===== src/wer_pkg.sv =====
// wer_pkg: constants shared by the wake event routing block
// assumes: apb byte addressing, register byte address = 4 * register index
`default_nettype none

package wer_pkg;

  // ----------------------------------------
  // widths
  // ----------------------------------------
  localparam int ADDR_W = 12;
  localparam int DATA_W = 32;
  localparam int REG_W = 8;
  localparam int LO_SRC_W = 5;
  localparam int HI_SRC_W = 8;
  localparam int SYNC_W = 14;

  // ----------------------------------------
  // register indices
  // ----------------------------------------
  localparam logic [7:0] IDX_LO_WAKE_EN = 8'h02;
  localparam logic [7:0] IDX_HI_WAKE_EN = 8'h03;
  localparam logic [7:0] IDX_WAKE_CFG = 8'h04;
  localparam logic [7:0] IDX_HI_MGMT_ROUTE = 8'h14;
  localparam logic [7:0] IDX_LO_IRQ_ROUTE = 8'h15;
  localparam logic [7:0] IDX_HI_IRQ_ROUTE = 8'h16;
  localparam logic [7:0] IDX_LO_MAINPWR_GATE = 8'h17;
  localparam logic [7:0] IDX_LO_STATUS = 8'h20;
  localparam logic [7:0] IDX_HI_STATUS = 8'h21;
  localparam logic [7:0] IDX_LO_CLEAR = 8'h22;
  localparam logic [7:0] IDX_HI_CLEAR = 8'h23;
  localparam logic [7:0] IDX_SW_EVENT = 8'h24;

  // ----------------------------------------
  // reset values and writable masks
  // ----------------------------------------
  localparam logic [7:0] ROUTE_RST = 8'h00;
  localparam logic [7:0] GATE_RST = 8'h1F;
  localparam logic [7:0] CFG_RST = 8'h00;
  localparam logic [7:0] EN_RST = 8'h00;
  localparam logic [7:0] LO_IRQ_MASK = 8'h5F;
  localparam logic [7:0] GATE_MASK = 8'h1F;
  localparam logic [7:0] CFG_MASK = 8'h0F;
  localparam logic [7:0] LO_STATUS_MASK = 8'h5F;
  localparam logic [7:0] FULL_MASK = 8'hFF;

  // ----------------------------------------
  // fields
  // ----------------------------------------
  localparam int CFG_BANK_LSB = 0;
  localparam logic [1:0] BANK_EVENT_ROUTING = 2'b10;
  localparam int SW_EVENT_BIT = 6;
  localparam int RING_SHARED_BIT = 4;
  localparam int SYNC_LO_LSB = 0;
  localparam int SYNC_HI_LSB = 5;
  localparam int SYNC_MAINPWR_BIT = 13;

endpackage

`default_nettype wire


===== src/wer_route_top.sv =====
// wer_route_top: wake event routing enables with apb register access
// assumes: apb master, wake pins asynchronous, soft_reset synchronous to pclk
// How it works
// - bit n of the high-group management route register serves wake input n, bit 4 also the ring source.
// - a detected high-group event with its management route bit set drives smi_n low, whatever its wake enable.
// - low-group interrupt route bits are 6 software, 4 infrared, 3 mouse, 2 keyboard, 1 ring two, 0 ring one.
// - a detected low-group event with its route bit set raises irq, whatever its wake enable.
// - bit n of the high-group interrupt route register serves wake input n, bit 4 also ring, and raises irq.
// - the three route registers clear to zero on reset or soft reset.
// - gate bits are 4 infrared, 3 mouse, 2 keyboard, 1 ring two, 0 ring one, bits 7 to 5 reserved.
// - with main power present a raw low-group source reaches its detector only when its gate bit is one.
// - the gate register loads 1F on reset or soft reset.
// - the four registers sit at indices 14 to 17 of bank two and are read/write.
// - bank two registers answer only while the configuration bank field holds 10.
// - detected events enabled in the wake enable registers drive pwr_wake_req_n low.
`timescale 1ns/1ns
`default_nettype none

module wer_route_top (
  // clock and reset
  input wire logic pclk,
  input wire logic presetn,
  input wire logic soft_reset,
  // apb slave
  input wire logic psel,
  input wire logic penable,
  input wire logic pwrite,
  input wire logic [wer_pkg::ADDR_W-1:0] paddr,
  input wire logic [wer_pkg::DATA_W-1:0] pwdata,
  input wire logic [3:0] pstrb,
  output logic [wer_pkg::DATA_W-1:0] prdata,
  output logic pready,
  output logic pslverr,
  // wake pins
  input wire logic main_power_present,
  input wire logic [wer_pkg::LO_SRC_W-1:0] low_raw_src,
  input wire logic [wer_pkg::HI_SRC_W-1:0] general_wake_input,
  input wire logic ring_src,
  // event outputs
  output logic [wer_pkg::LO_SRC_W-1:0] low_src_gated,
  output logic system_management_interrupt_n,
  output logic irq,
  output logic power_wake_request_n
);

  // ----------------------------------------
  // address decode
  // ----------------------------------------
  function automatic logic hit(input logic [wer_pkg::ADDR_W-1:0] a, input logic [7:0] idx);
    return (a[wer_pkg::ADDR_W-1:10] == '0) && (a[9:2] == idx) && (a[1:0] == 2'h0);
  endfunction

  logic [wer_pkg::SYNC_W-1:0] sync_in, sync_s;
  logic main_s;
  logic [wer_pkg::LO_SRC_W-1:0] raw_lo_s;
  logic [wer_pkg::HI_SRC_W-1:0] raw_hi_s;
  logic [7:0] cfg_q, cfg_d, en_lo_q, en_lo_d, en_hi_q, en_hi_d;
  logic [7:0] mgmt_q, mgmt_d, irq_lo_q, irq_lo_d, irq_hi_q, irq_hi_d, gate_q, gate_d;
  logic [7:0] st_lo_q, st_lo_d, st_hi_q, st_hi_d, set_lo, set_hi, clr_lo, clr_hi;
  logic [wer_pkg::LO_SRC_W-1:0] gated_q, gated_d, prev_lo_q;
  logic [wer_pkg::HI_SRC_W-1:0] prev_hi_q;
  logic smi_n_q, smi_n_d, irq_q, irq_d, pwr_n_q, pwr_n_d;
  logic [wer_pkg::DATA_W-1:0] prdata_q, prdata_d;
  logic err_q, err_d;
  logic wr, bank_ok;
  logic [7:0] wdat, rd_val;
  logic rd_hit;

  // ----------------------------------------
  // pin synchronisers
  // ----------------------------------------
  always_comb begin
    sync_in = {main_power_present, general_wake_input, low_raw_src};
    sync_in[wer_pkg::SYNC_HI_LSB + wer_pkg::RING_SHARED_BIT] =
      general_wake_input[wer_pkg::RING_SHARED_BIT] | ring_src;
  end

  wer_sync #(.WIDTH(wer_pkg::SYNC_W)) u_sync (
    .pclk(pclk),
    .presetn(presetn),
    .async_in(sync_in),
    .sync_out(sync_s)
  );

  assign main_s = sync_s[wer_pkg::SYNC_MAINPWR_BIT];
  assign raw_lo_s = sync_s[wer_pkg::SYNC_LO_LSB +: wer_pkg::LO_SRC_W];
  assign raw_hi_s = sync_s[wer_pkg::SYNC_HI_LSB +: wer_pkg::HI_SRC_W];

  // ----------------------------------------
  // register writes
  // ----------------------------------------
  assign wr = psel && penable && pwrite && pstrb[0];
  assign wdat = pwdata[7:0];
  assign bank_ok = cfg_q[wer_pkg::CFG_BANK_LSB +: 2] == wer_pkg::BANK_EVENT_ROUTING;

  always_comb begin
    cfg_d = cfg_q;
    en_lo_d = en_lo_q;
    en_hi_d = en_hi_q;
    mgmt_d = mgmt_q;
    irq_lo_d = irq_lo_q;
    irq_hi_d = irq_hi_q;
    gate_d = gate_q;
    if (soft_reset) begin
      cfg_d = wer_pkg::CFG_RST;
      en_lo_d = wer_pkg::EN_RST;
      en_hi_d = wer_pkg::EN_RST;
      mgmt_d = wer_pkg::ROUTE_RST;
      irq_lo_d = wer_pkg::ROUTE_RST;
      irq_hi_d = wer_pkg::ROUTE_RST;
      gate_d = wer_pkg::GATE_RST;
    end else if (wr) begin
      if (hit(paddr, wer_pkg::IDX_WAKE_CFG)) begin
        cfg_d = wdat & wer_pkg::CFG_MASK;
      end
      if (hit(paddr, wer_pkg::IDX_LO_WAKE_EN)) begin
        en_lo_d = wdat;
      end
      if (hit(paddr, wer_pkg::IDX_HI_WAKE_EN)) begin
        en_hi_d = wdat;
      end
      if (bank_ok && hit(paddr, wer_pkg::IDX_HI_MGMT_ROUTE)) begin
        mgmt_d = wdat;
      end
      if (bank_ok && hit(paddr, wer_pkg::IDX_LO_IRQ_ROUTE)) begin
        irq_lo_d = wdat & wer_pkg::LO_IRQ_MASK;
      end
      if (bank_ok && hit(paddr, wer_pkg::IDX_HI_IRQ_ROUTE)) begin
        irq_hi_d = wdat;
      end
      if (bank_ok && hit(paddr, wer_pkg::IDX_LO_MAINPWR_GATE)) begin
        gate_d = wdat & wer_pkg::GATE_MASK;
      end
    end
  end

  // ----------------------------------------
  // gating, event detection and sticky status
  // ----------------------------------------
  always_comb begin
    gated_d = raw_lo_s & (gate_q[wer_pkg::LO_SRC_W-1:0] | {wer_pkg::LO_SRC_W{~main_s}});
    set_lo = {3'h0, gated_q & ~prev_lo_q};
    set_hi = raw_hi_s & ~prev_hi_q;
    if (wr && hit(paddr, wer_pkg::IDX_SW_EVENT)) begin
      set_lo[wer_pkg::SW_EVENT_BIT] = wdat[wer_pkg::SW_EVENT_BIT];
    end
    clr_lo = (wr && hit(paddr, wer_pkg::IDX_LO_CLEAR)) ? wdat : 8'h00;
    clr_hi = (wr && hit(paddr, wer_pkg::IDX_HI_CLEAR)) ? wdat : 8'h00;
    // a new event wins over a clear in the same cycle
    st_lo_d = ((st_lo_q & ~clr_lo) | set_lo) & wer_pkg::LO_STATUS_MASK;
    st_hi_d = (st_hi_q & ~clr_hi) | set_hi;
    if (soft_reset) begin
      st_lo_d = 8'h00;
      st_hi_d = 8'h00;
    end
  end

  // ----------------------------------------
  // output combining
  // ----------------------------------------
  always_comb begin
    smi_n_d = ~|(st_hi_q & mgmt_q);
    irq_d = |(st_lo_q & irq_lo_q) | |(st_hi_q & irq_hi_q);
    pwr_n_d = ~(|(st_lo_q & en_lo_q) | |(st_hi_q & en_hi_q));
  end

  // ----------------------------------------
  // read path, one wait-free access phase
  // ----------------------------------------
  always_comb begin
    rd_val = 8'h00;
    rd_hit = 1'b1;
    if (hit(paddr, wer_pkg::IDX_WAKE_CFG)) begin
      rd_val = cfg_q;
    end else if (hit(paddr, wer_pkg::IDX_LO_WAKE_EN)) begin
      rd_val = en_lo_q;
    end else if (hit(paddr, wer_pkg::IDX_HI_WAKE_EN)) begin
      rd_val = en_hi_q;
    end else if (hit(paddr, wer_pkg::IDX_HI_MGMT_ROUTE)) begin
      rd_val = bank_ok ? mgmt_q : 8'h00;
    end else if (hit(paddr, wer_pkg::IDX_LO_IRQ_ROUTE)) begin
      rd_val = bank_ok ? irq_lo_q : 8'h00;
    end else if (hit(paddr, wer_pkg::IDX_HI_IRQ_ROUTE)) begin
      rd_val = bank_ok ? irq_hi_q : 8'h00;
    end else if (hit(paddr, wer_pkg::IDX_LO_MAINPWR_GATE)) begin
      rd_val = bank_ok ? gate_q : 8'h00;
    end else if (hit(paddr, wer_pkg::IDX_LO_STATUS)) begin
      rd_val = st_lo_q;
    end else if (hit(paddr, wer_pkg::IDX_HI_STATUS)) begin
      rd_val = st_hi_q;
    end else if (hit(paddr, wer_pkg::IDX_LO_CLEAR) || hit(paddr, wer_pkg::IDX_HI_CLEAR) ||
                 hit(paddr, wer_pkg::IDX_SW_EVENT)) begin
      rd_val = 8'h00;
    end else begin
      rd_hit = 1'b0;
    end
    prdata_d = prdata_q;
    err_d = err_q;
    if (psel && !penable) begin
      prdata_d = {24'h000000, rd_val};
      err_d = ~rd_hit;
    end
  end

  // ----------------------------------------
  // state registers
  // ----------------------------------------
  always_ff @(posedge pclk or negedge presetn) begin
    if (!presetn) begin
      cfg_q <= wer_pkg::CFG_RST;
      en_lo_q <= wer_pkg::EN_RST;
      en_hi_q <= wer_pkg::EN_RST;
      mgmt_q <= wer_pkg::ROUTE_RST;
      irq_lo_q <= wer_pkg::ROUTE_RST;
      irq_hi_q <= wer_pkg::ROUTE_RST;
      gate_q <= wer_pkg::GATE_RST;
      st_lo_q <= 8'h00;
      st_hi_q <= 8'h00;
      gated_q <= '0;
      prev_lo_q <= '0;
      prev_hi_q <= '0;
      smi_n_q <= 1'b1;
      irq_q <= 1'b0;
      pwr_n_q <= 1'b1;
      prdata_q <= '0;
      err_q <= 1'b0;
    end else begin
      cfg_q <= cfg_d;
      en_lo_q <= en_lo_d;
      en_hi_q <= en_hi_d;
      mgmt_q <= mgmt_d;
      irq_lo_q <= irq_lo_d;
      irq_hi_q <= irq_hi_d;
      gate_q <= gate_d;
      st_lo_q <= st_lo_d;
      st_hi_q <= st_hi_d;
      gated_q <= gated_d;
      prev_lo_q <= gated_q;
      prev_hi_q <= raw_hi_s;
      smi_n_q <= smi_n_d;
      irq_q <= irq_d;
      pwr_n_q <= pwr_n_d;
      prdata_q <= prdata_d;
      err_q <= err_d;
    end
  end

  assign pready = psel && penable;
  assign pslverr = psel && penable && err_q;
  assign prdata = prdata_q;
  assign low_src_gated = gated_q;
  assign system_management_interrupt_n = smi_n_q;
  assign irq = irq_q;
  assign power_wake_request_n = pwr_n_q;
endmodule

`default_nettype wire


===== src/wer_sync.sv =====
// wer_sync: three-stage synchroniser with agreement filter
// assumes: inputs are asynchronous to pclk
`timescale 1ns/1ns
`default_nettype none

module wer_sync #(
  parameter int WIDTH = 14
) (
  // clock and reset
  input wire logic pclk,
  input wire logic presetn,
  // data
  input wire logic [WIDTH-1:0] async_in,
  output logic [WIDTH-1:0] sync_out
);

  logic [WIDTH-1:0] s1_q, s2_q, s3_q, out_q, out_d;

  // ----------------------------------------
  // accept a change once stages two and three agree
  // ----------------------------------------
  always_comb begin
    out_d = (s2_q & s3_q) | (out_q & (s2_q | s3_q));
  end

  always_ff @(posedge pclk or negedge presetn) begin
    if (!presetn) begin
      s1_q <= '0;
      s2_q <= '0;
      s3_q <= '0;
      out_q <= '0;
    end else begin
      s1_q <= async_in;
      s2_q <= s1_q;
      s3_q <= s2_q;
      out_q <= out_d;
    end
  end

  assign sync_out = out_q;

endmodule

`default_nettype wire


===== config.mk =====
export PLATFORM = sky130hd
export DESIGN_NAME = wer_route_top
export DESIGN_NICKNAME = d
export VERILOG_FILES = /design/src/wer_pkg.sv /design/src/wer_route_top.sv /design/src/wer_sync.sv
export SDC_FILE = /design/constraint.sdc
export NUM_CORES = 1
export LEC_CHECK = 0
export ABC_AREA = 1
export CAP_MARGIN = 20
export CORE_MARGIN = 1
export CORE_UTILIZATION = 57
export CTS_CLUSTER_DIAMETER = 200
export DETAILED_ROUTE_END_ITERATION = 7
export DONT_BUFFER_PORTS = 1
export PLACE_DENSITY_LB_ADDON = 0.05
export SYNTH_ARGS = -nofsm -noshare
export SYNTH_HDL_FRONTEND = slang
export SYNTH_HIERARCHICAL = 1
export SYNTH_SLANG_ARGS = --single-unit

===== constraint.sdc =====
create_clock -name pclk -period 1.4 [get_ports pclk]
set_input_delay 0.07 -clock pclk [delete_from_list [all_inputs] [get_ports pclk]]
set_output_delay 0.07 -clock pclk [all_outputs]
set_load 0.005 [all_outputs]

Word level (Yosys, flattened, before mapping)
Index checks and enable logic that the tools add are counted.

cells by class
  $add $sub $neg = 0
  $mul = 0
  divide/modulo/power cells = 0
  $lt $le $gt $ge = 0
  equality and inequality tests = 13
  shifts and indexed selects = 0
  muxes and demuxes = 49
  bitwise gates (word level) = 27
  reductions and logical operators = 62

operators by type and width
  kind                                                  number
  2-to-1 mux 8 bit                                      36
  bitwise AND 8 bit                                     5
  equality test 8 x 6 -> 1 bit (second input constant)  5
  OR reduction 8 bit                                    5
  logical AND 1 bit                                     36
  equality test 8 x 5 -> 1 bit (second input constant)  4
  bitwise AND 14 bit                                    2
  OR 14 bit                                             2
  bitwise AND 7 x 8 -> 8 bit                            2
  equality test 8 x 2 -> 1 bit (second input constant)  2
  NOT 8 bit                                             2
  nonzero test 2 bit                                    8
  2-to-1 mux 7 bit                                      2
  AND reduction 2 bit                                   7
  2-to-1 mux 1 bit                                      11
  bitwise AND 5 bit                                     2
  equality test 8 x 3 -> 1 bit (second input constant)  1
  OR 8 bit                                              1
  bitwise AND 7 bit                                     1
  NOT 7 bit                                             1
  OR 7 bit                                              1
  NOT 5 bit                                             1
  OR 5 bit                                              1
  logical NOT 2 bit                                     2
  other kinds (5)                                       11

word-level totals
  register bits = 157
  bits in latches = 0
  memory bits (writable) = 0
  bits in read-only memories = 0
  output and inout bits = 42
  word-level logic and storage cells = 172
  memories kept = 0

Logic depth before layout (Yosys ltp)
  depth in word-level cells = 16
  mapped depth = 14

Modules after synthesis
Netlist, hierarchy kept.

modules (own cells, without submodules)
  module         instances  cells each  area an instance (sq um)
  wer_route_top  1          611         4,902.2
  wer_sync       1          112         1,629.1

Worst setup path before layout
No wires, ideal clock.

  path type = reg2reg
  start = reg cfg_q[0]
  end = reg irq_hi_q[6]
  arrival time = 1,317 ps
  data required time = 1,283 ps
  slack = -35 ps
  stages on the path, launching flop included = 10
  buffers on the path = 1
  period minus slack after synthesis = 1,435 ps
  cell sequence = dfrtp_1 -> inv_1 -> nand2_1 -> inv_1 -> nand2_4 -> o21ai_4 -> inv_2 -> buf_6 -> nand2_1 -> o21ai_2

on the way
  word-level cells in the longest chain between the ends = 4

RTL lines
  what                                  line                  source
  start, declared                       wer_route_top.sv:57   logic [7:0] cfg_q, cfg_d, en_lo_q, en_lo_d, en_hi_q, en_hi_d;
  start signal, assigned                wer_route_top.sv:210  cfg_q <= wer_pkg::CFG_RST;
  start signal, assigned                wer_route_top.sv:228  cfg_q <= cfg_d;
  equality test 2 bit                   wer_route_top.sv:94   assign bank_ok = cfg_q[wer_pkg::CFG_BANK_LSB +: 2] == wer_pkg::BANK_EVENT_ROUTING;
  logical AND 1 bit                     wer_route_top.sv:128  if (bank_ok && hit(paddr, wer_pkg::IDX_HI_IRQ_ROUTE)) begin
  nonzero test 2 bit (no source line)   n/a
  AND reduction 2 bit (no source line)  n/a
  end signal, assigned                  wer_route_top.sv:215  irq_hi_q <= wer_pkg::ROUTE_RST;
  end signal, assigned                  wer_route_top.sv:233  irq_hi_q <= irq_hi_d;
  end, declared                         wer_route_top.sv:58   logic [7:0] mgmt_q, mgmt_d, irq_lo_q, irq_lo_d, irq_hi_q, irq_hi_d, gate_q, gate_d;

No other way between the ends.
A chain may end at the register's enable or synchronous reset.

Worst setup path in the final report
  start = in pwdata[1] (netlist name)
  end = reg cfg_q[1]

on the way
  word-level cells in the longest chain between the ends = 3

RTL lines
  what              line                  source
  start, declared   wer_route_top.sv:29   input wire logic [wer_pkg::DATA_W-1:0] pwdata,
  2-to-1 mux 8 bit  wer_route_top.sv:113  if (hit(paddr, wer_pkg::IDX_WAKE_CFG)) begin
  2-to-1 mux 8 bit  wer_route_top.sv:112  end else if (wr) begin
  2-to-1 mux 8 bit  wer_route_top.sv:104  if (soft_reset) begin

No other way between the ends. The select of a mux whose other input is x is not followed.

==> impl_results.md <==
* Status: finished with violations
* Failing checks: negative hold slack, negative setup slack
* Most common library cell in the layout ignoring fill and taps: dfrtp_1
* Mean area per synthesized cell at ~9 um^2
* Fin. Hold Viols at roughly 150
* Worst Tran Pin Value at 832 ps
* Setup TNS at -429 ps
* Count of final setup violators at 10
* Register area share after synthesis at between 50% and 60%
* RePlAce Congestion at around 1.1
* Final hold slack at -667 ps
* Initial core utilization at approximately three fifths
* Final setup margin at -67.1 ps
* Pin count of the biggest net entering global routing at 148
* Synth area leader: dfrtp_1
* CP arrival at 1800 ps
* Root buffer cell: clkbuf_16
* CTS Buf Count at 17
* Power Dens Cells at between 1000 and 1500 mW/mm^2
* Slew Viols, Final at 0
* P_leak at 3.89 nW
* P&R area growth vs syn at 24.4%
* Final worst-path cycle share at 105%
* CTS tree: done
* Finished Layout Cells at approximately 980
* Tmin final at ~1500 ps
* Initial antenna violation count at 0
* Synth Cell Area at about 0.0065 mm^2
* DIE AREA at ~0.012 mm^2
* Multi-input logic area at 0.00241 mm^2
* Max-cap viol count at 0
* Max FO, Critical Path at 4
* RSZ-0062 raised after global routing: true
* Share of cells above drive strength 1 at about a fifth
* Longest Clk Path Bufs at 2
* Inst Count DP at between 900 and 1000
* Filler Cell Count at about 820
* Startpoint types: primary input
* Nets at 898
* Combinational Power Share at just over 9%
* Cell count after synthesis at slightly above 700
* Synth unique cells at 44
* Design Power at just over 0.01 W
* Drt first pass iters at 5
* Sw Pwr at 0.00267 W
* Row Count at 38
* Clock power frac at 42.8%
* Setup Crit Path Kind: primary input to flip-flop
* Worst Path Required at between 1500 and 2000 ps
* I/O pins at 111
* Synth Warn # at 6
* Via count at around 5400
* GR Overflow Total at 0
* Slew headroom at 44.4%
* Total Wirelength at 18100 um
* Main flop type after synthesis: dfrtp_1
* Post-route DRC at 0
* Vias per cell at 5.46
* Chip height at ~110 um
* Number of synthesized flops with an enable pin at 0
* DPL Wire Length at 12500 um
* ANT cells at 0
* Total global routing track utilization at 32.4%
* Commonest non-fill, non-tap cells in the layout: dfrtp_1, nand2_1, inv_1, nor2_1, buf_4
* Internal power at roughly 0.0075 W
* Largest cells by area after synthesis: dfrtp_1, nand2_1, inv_1
* Clock Skew at roughly 14 ps
* CTS clk-pin slew, worst paths at roughly 60 ps
* Reg power frac at between 40% and 50%
* Share of synthesized flip-flops with an asynchronous set or reset at between 90% and 100%
* Hold Path Class: primary input to async pin
* Vias in the first global route at about 5300
* Net Sw Frac at 26.3%
* Fmax at between 0.6 and 0.7 GHz
* Post-synth top area share at ~54%
* Htree depth at 4
* Placeable Area at about 0.011 mm^2
* Register area at approximately 0.0037 mm^2
* Post-DR wirelength/cell at 18.5 um
* Clk sinks at 147
* CP endpoint kind: flip-flop
* #FFs+latches synth at about 150
* First-pass GRT wire length at roughly 28000 um
* Skew-Pair Late Insertion Delay at roughly 430 ps
* Die X at approximately 110 um
* IO buf count at 0
* Drt initial violations at 510
* Maximum VDD drop at between 1.5 and 2 mV
* Post-route ant nets at 0
## sequential cells by signal, summed over array words and instances, names as in the netlist, 4 cells and up
register         flops
cfg_q                4
en_hi_q              8
en_lo_q              8
gate_q               5
irq_hi_q             8
irq_lo_q             6
low_src_gated        5
mgmt_q               8
prdata               8
prev_hi_q            8
prev_lo_q            5
st_hi_q              8
st_lo_q              6
u_sync/s1_q         14
u_sync/s2_q         14
u_sync/s3_q         14
u_sync/sync_out     14
## synthesized netlist by cell type (2+ instances only)
cell and instances:
a21boi_0 5, o21ai_4 2, a22o_1 3, nor2_4 9, inv_1 106, nand2_4 6
nor3_1 6, a21oi_1 44, clkbuf_1 2, a31oi_1 2, dfrtp_1 140, nor2_1 57
o21ai_0 65, o21ai_2 3, dfstp_2 7, buf_2 2, nor4_1 2, nand2_1 141
o21ai_1 17, nand4_1 15, o22ai_1 2, nor2_2 8, inv_2 8, a221oi_1 2
nand2_2 8, nor2_8 2, nand3_1 18, buf_4 25
## logic make-up (layout without fill, tap and decap cells)
family | after synthesis | after routing | synth area share, %
simple gates | 277 | 278 | 20.2
buf+inv | 146 | 241 | 10.0
flops | 147 | 147 | 56.5
other cells | 1 | 24 | 0.0574
compound gates | 152 | 152 | 13.3
## power groups by stage
stage | clock network [W] | registers, W | logic (W)
after CTS | 0.00438 | 0.00487 | 0.000842
after global routing | 0.00455 | 0.00492 | 0.00102
after detailed placement | 0 | 0.00493 | 0.000734
after floorplan | 0 | 0.00484 | 0.000523
after global placement | 0 | 0.00492 | 0.000709
final | 0.00435 | 0.00488 | 0.000925
## worst max-delay path, cell delays in order
cell and delay [ps]:
dlygate4sd3_1 570, inv_1 80, nor2_1 100, dlygate4sd3_1 670, inv_1 120, o21ai_0 190
## stage by stage
step | hold slack [ps] | area, um^2 | util [%] | setup WS [ps]
detailed placement | -223 | 7010 | 63.8 | -121
global placement | -223 | 7010 | 63.8 | -173
global route | -684 | 8130 | 74.0 | -142
finish | -667 | 8130 | 74.0 | -67.1
CTS | -679 | 7940 | 72.2 | -8.91
floorplan | -226 | 6620 | - | 18.7
## timing repair
action                                  in CTS  in global routing
resized for setup                           10                 43
endpoints found under the setup margin      23                 28
hold buffers                                31                  5
setup buffers                                2                  2
gates cloned                                 1                  1
hold endpoints to repair                   212                167
pin swaps                                    5                 12
## path summary, 6_finish.rpt
| path | from | depth (start not counted) | end | slack [ps] |
|---|---|---|---|---|
| worst max-delay path | pwdata[1] | 6 | cfg_q[1] | -70 |
| worst min-delay path | presetn | 0 | u_sync/s2_q[7] | -670 |
| worst max register to register | cfg_q[1] | 7 | prdata[0] | -50 |
| worst min register to register | u_sync/s1_q[9] | 0 | u_sync/s2_q[9] | 350 |
| max in group asynchronous | presetn | 0 | gate_q[2] | 1720 |
| min in group pclk | pwdata[2] | 3 | st_lo_q[2] | -20 |
## cell type report
cell class / instances / area share [%]
clock inverter: 12 / 1.49
clock buffer: 20 / 5.37
multi-input combinational: 454 / 29.7
sequential: 147 / 45.4
inverter: 116 / 5.48
timing repair buffer: 93 / 10.4
tap: 140 / 2.16
## per-layer routing
| layer | vias up | global-route usage (%) | wire length, um |
|---|---|---|---|
| met4 | 0 | 16.2 | 664 |
| li1 | 2478 | - | - |
| met1 | 2591 | 40.7 | 7480 |
| met3 | 48 | 8.37 | 1290 |
| met5 | - | 0 | 0 |
| met2 | 244 | 51.9 | 8690 |
(Power assumes the default switching activity.)
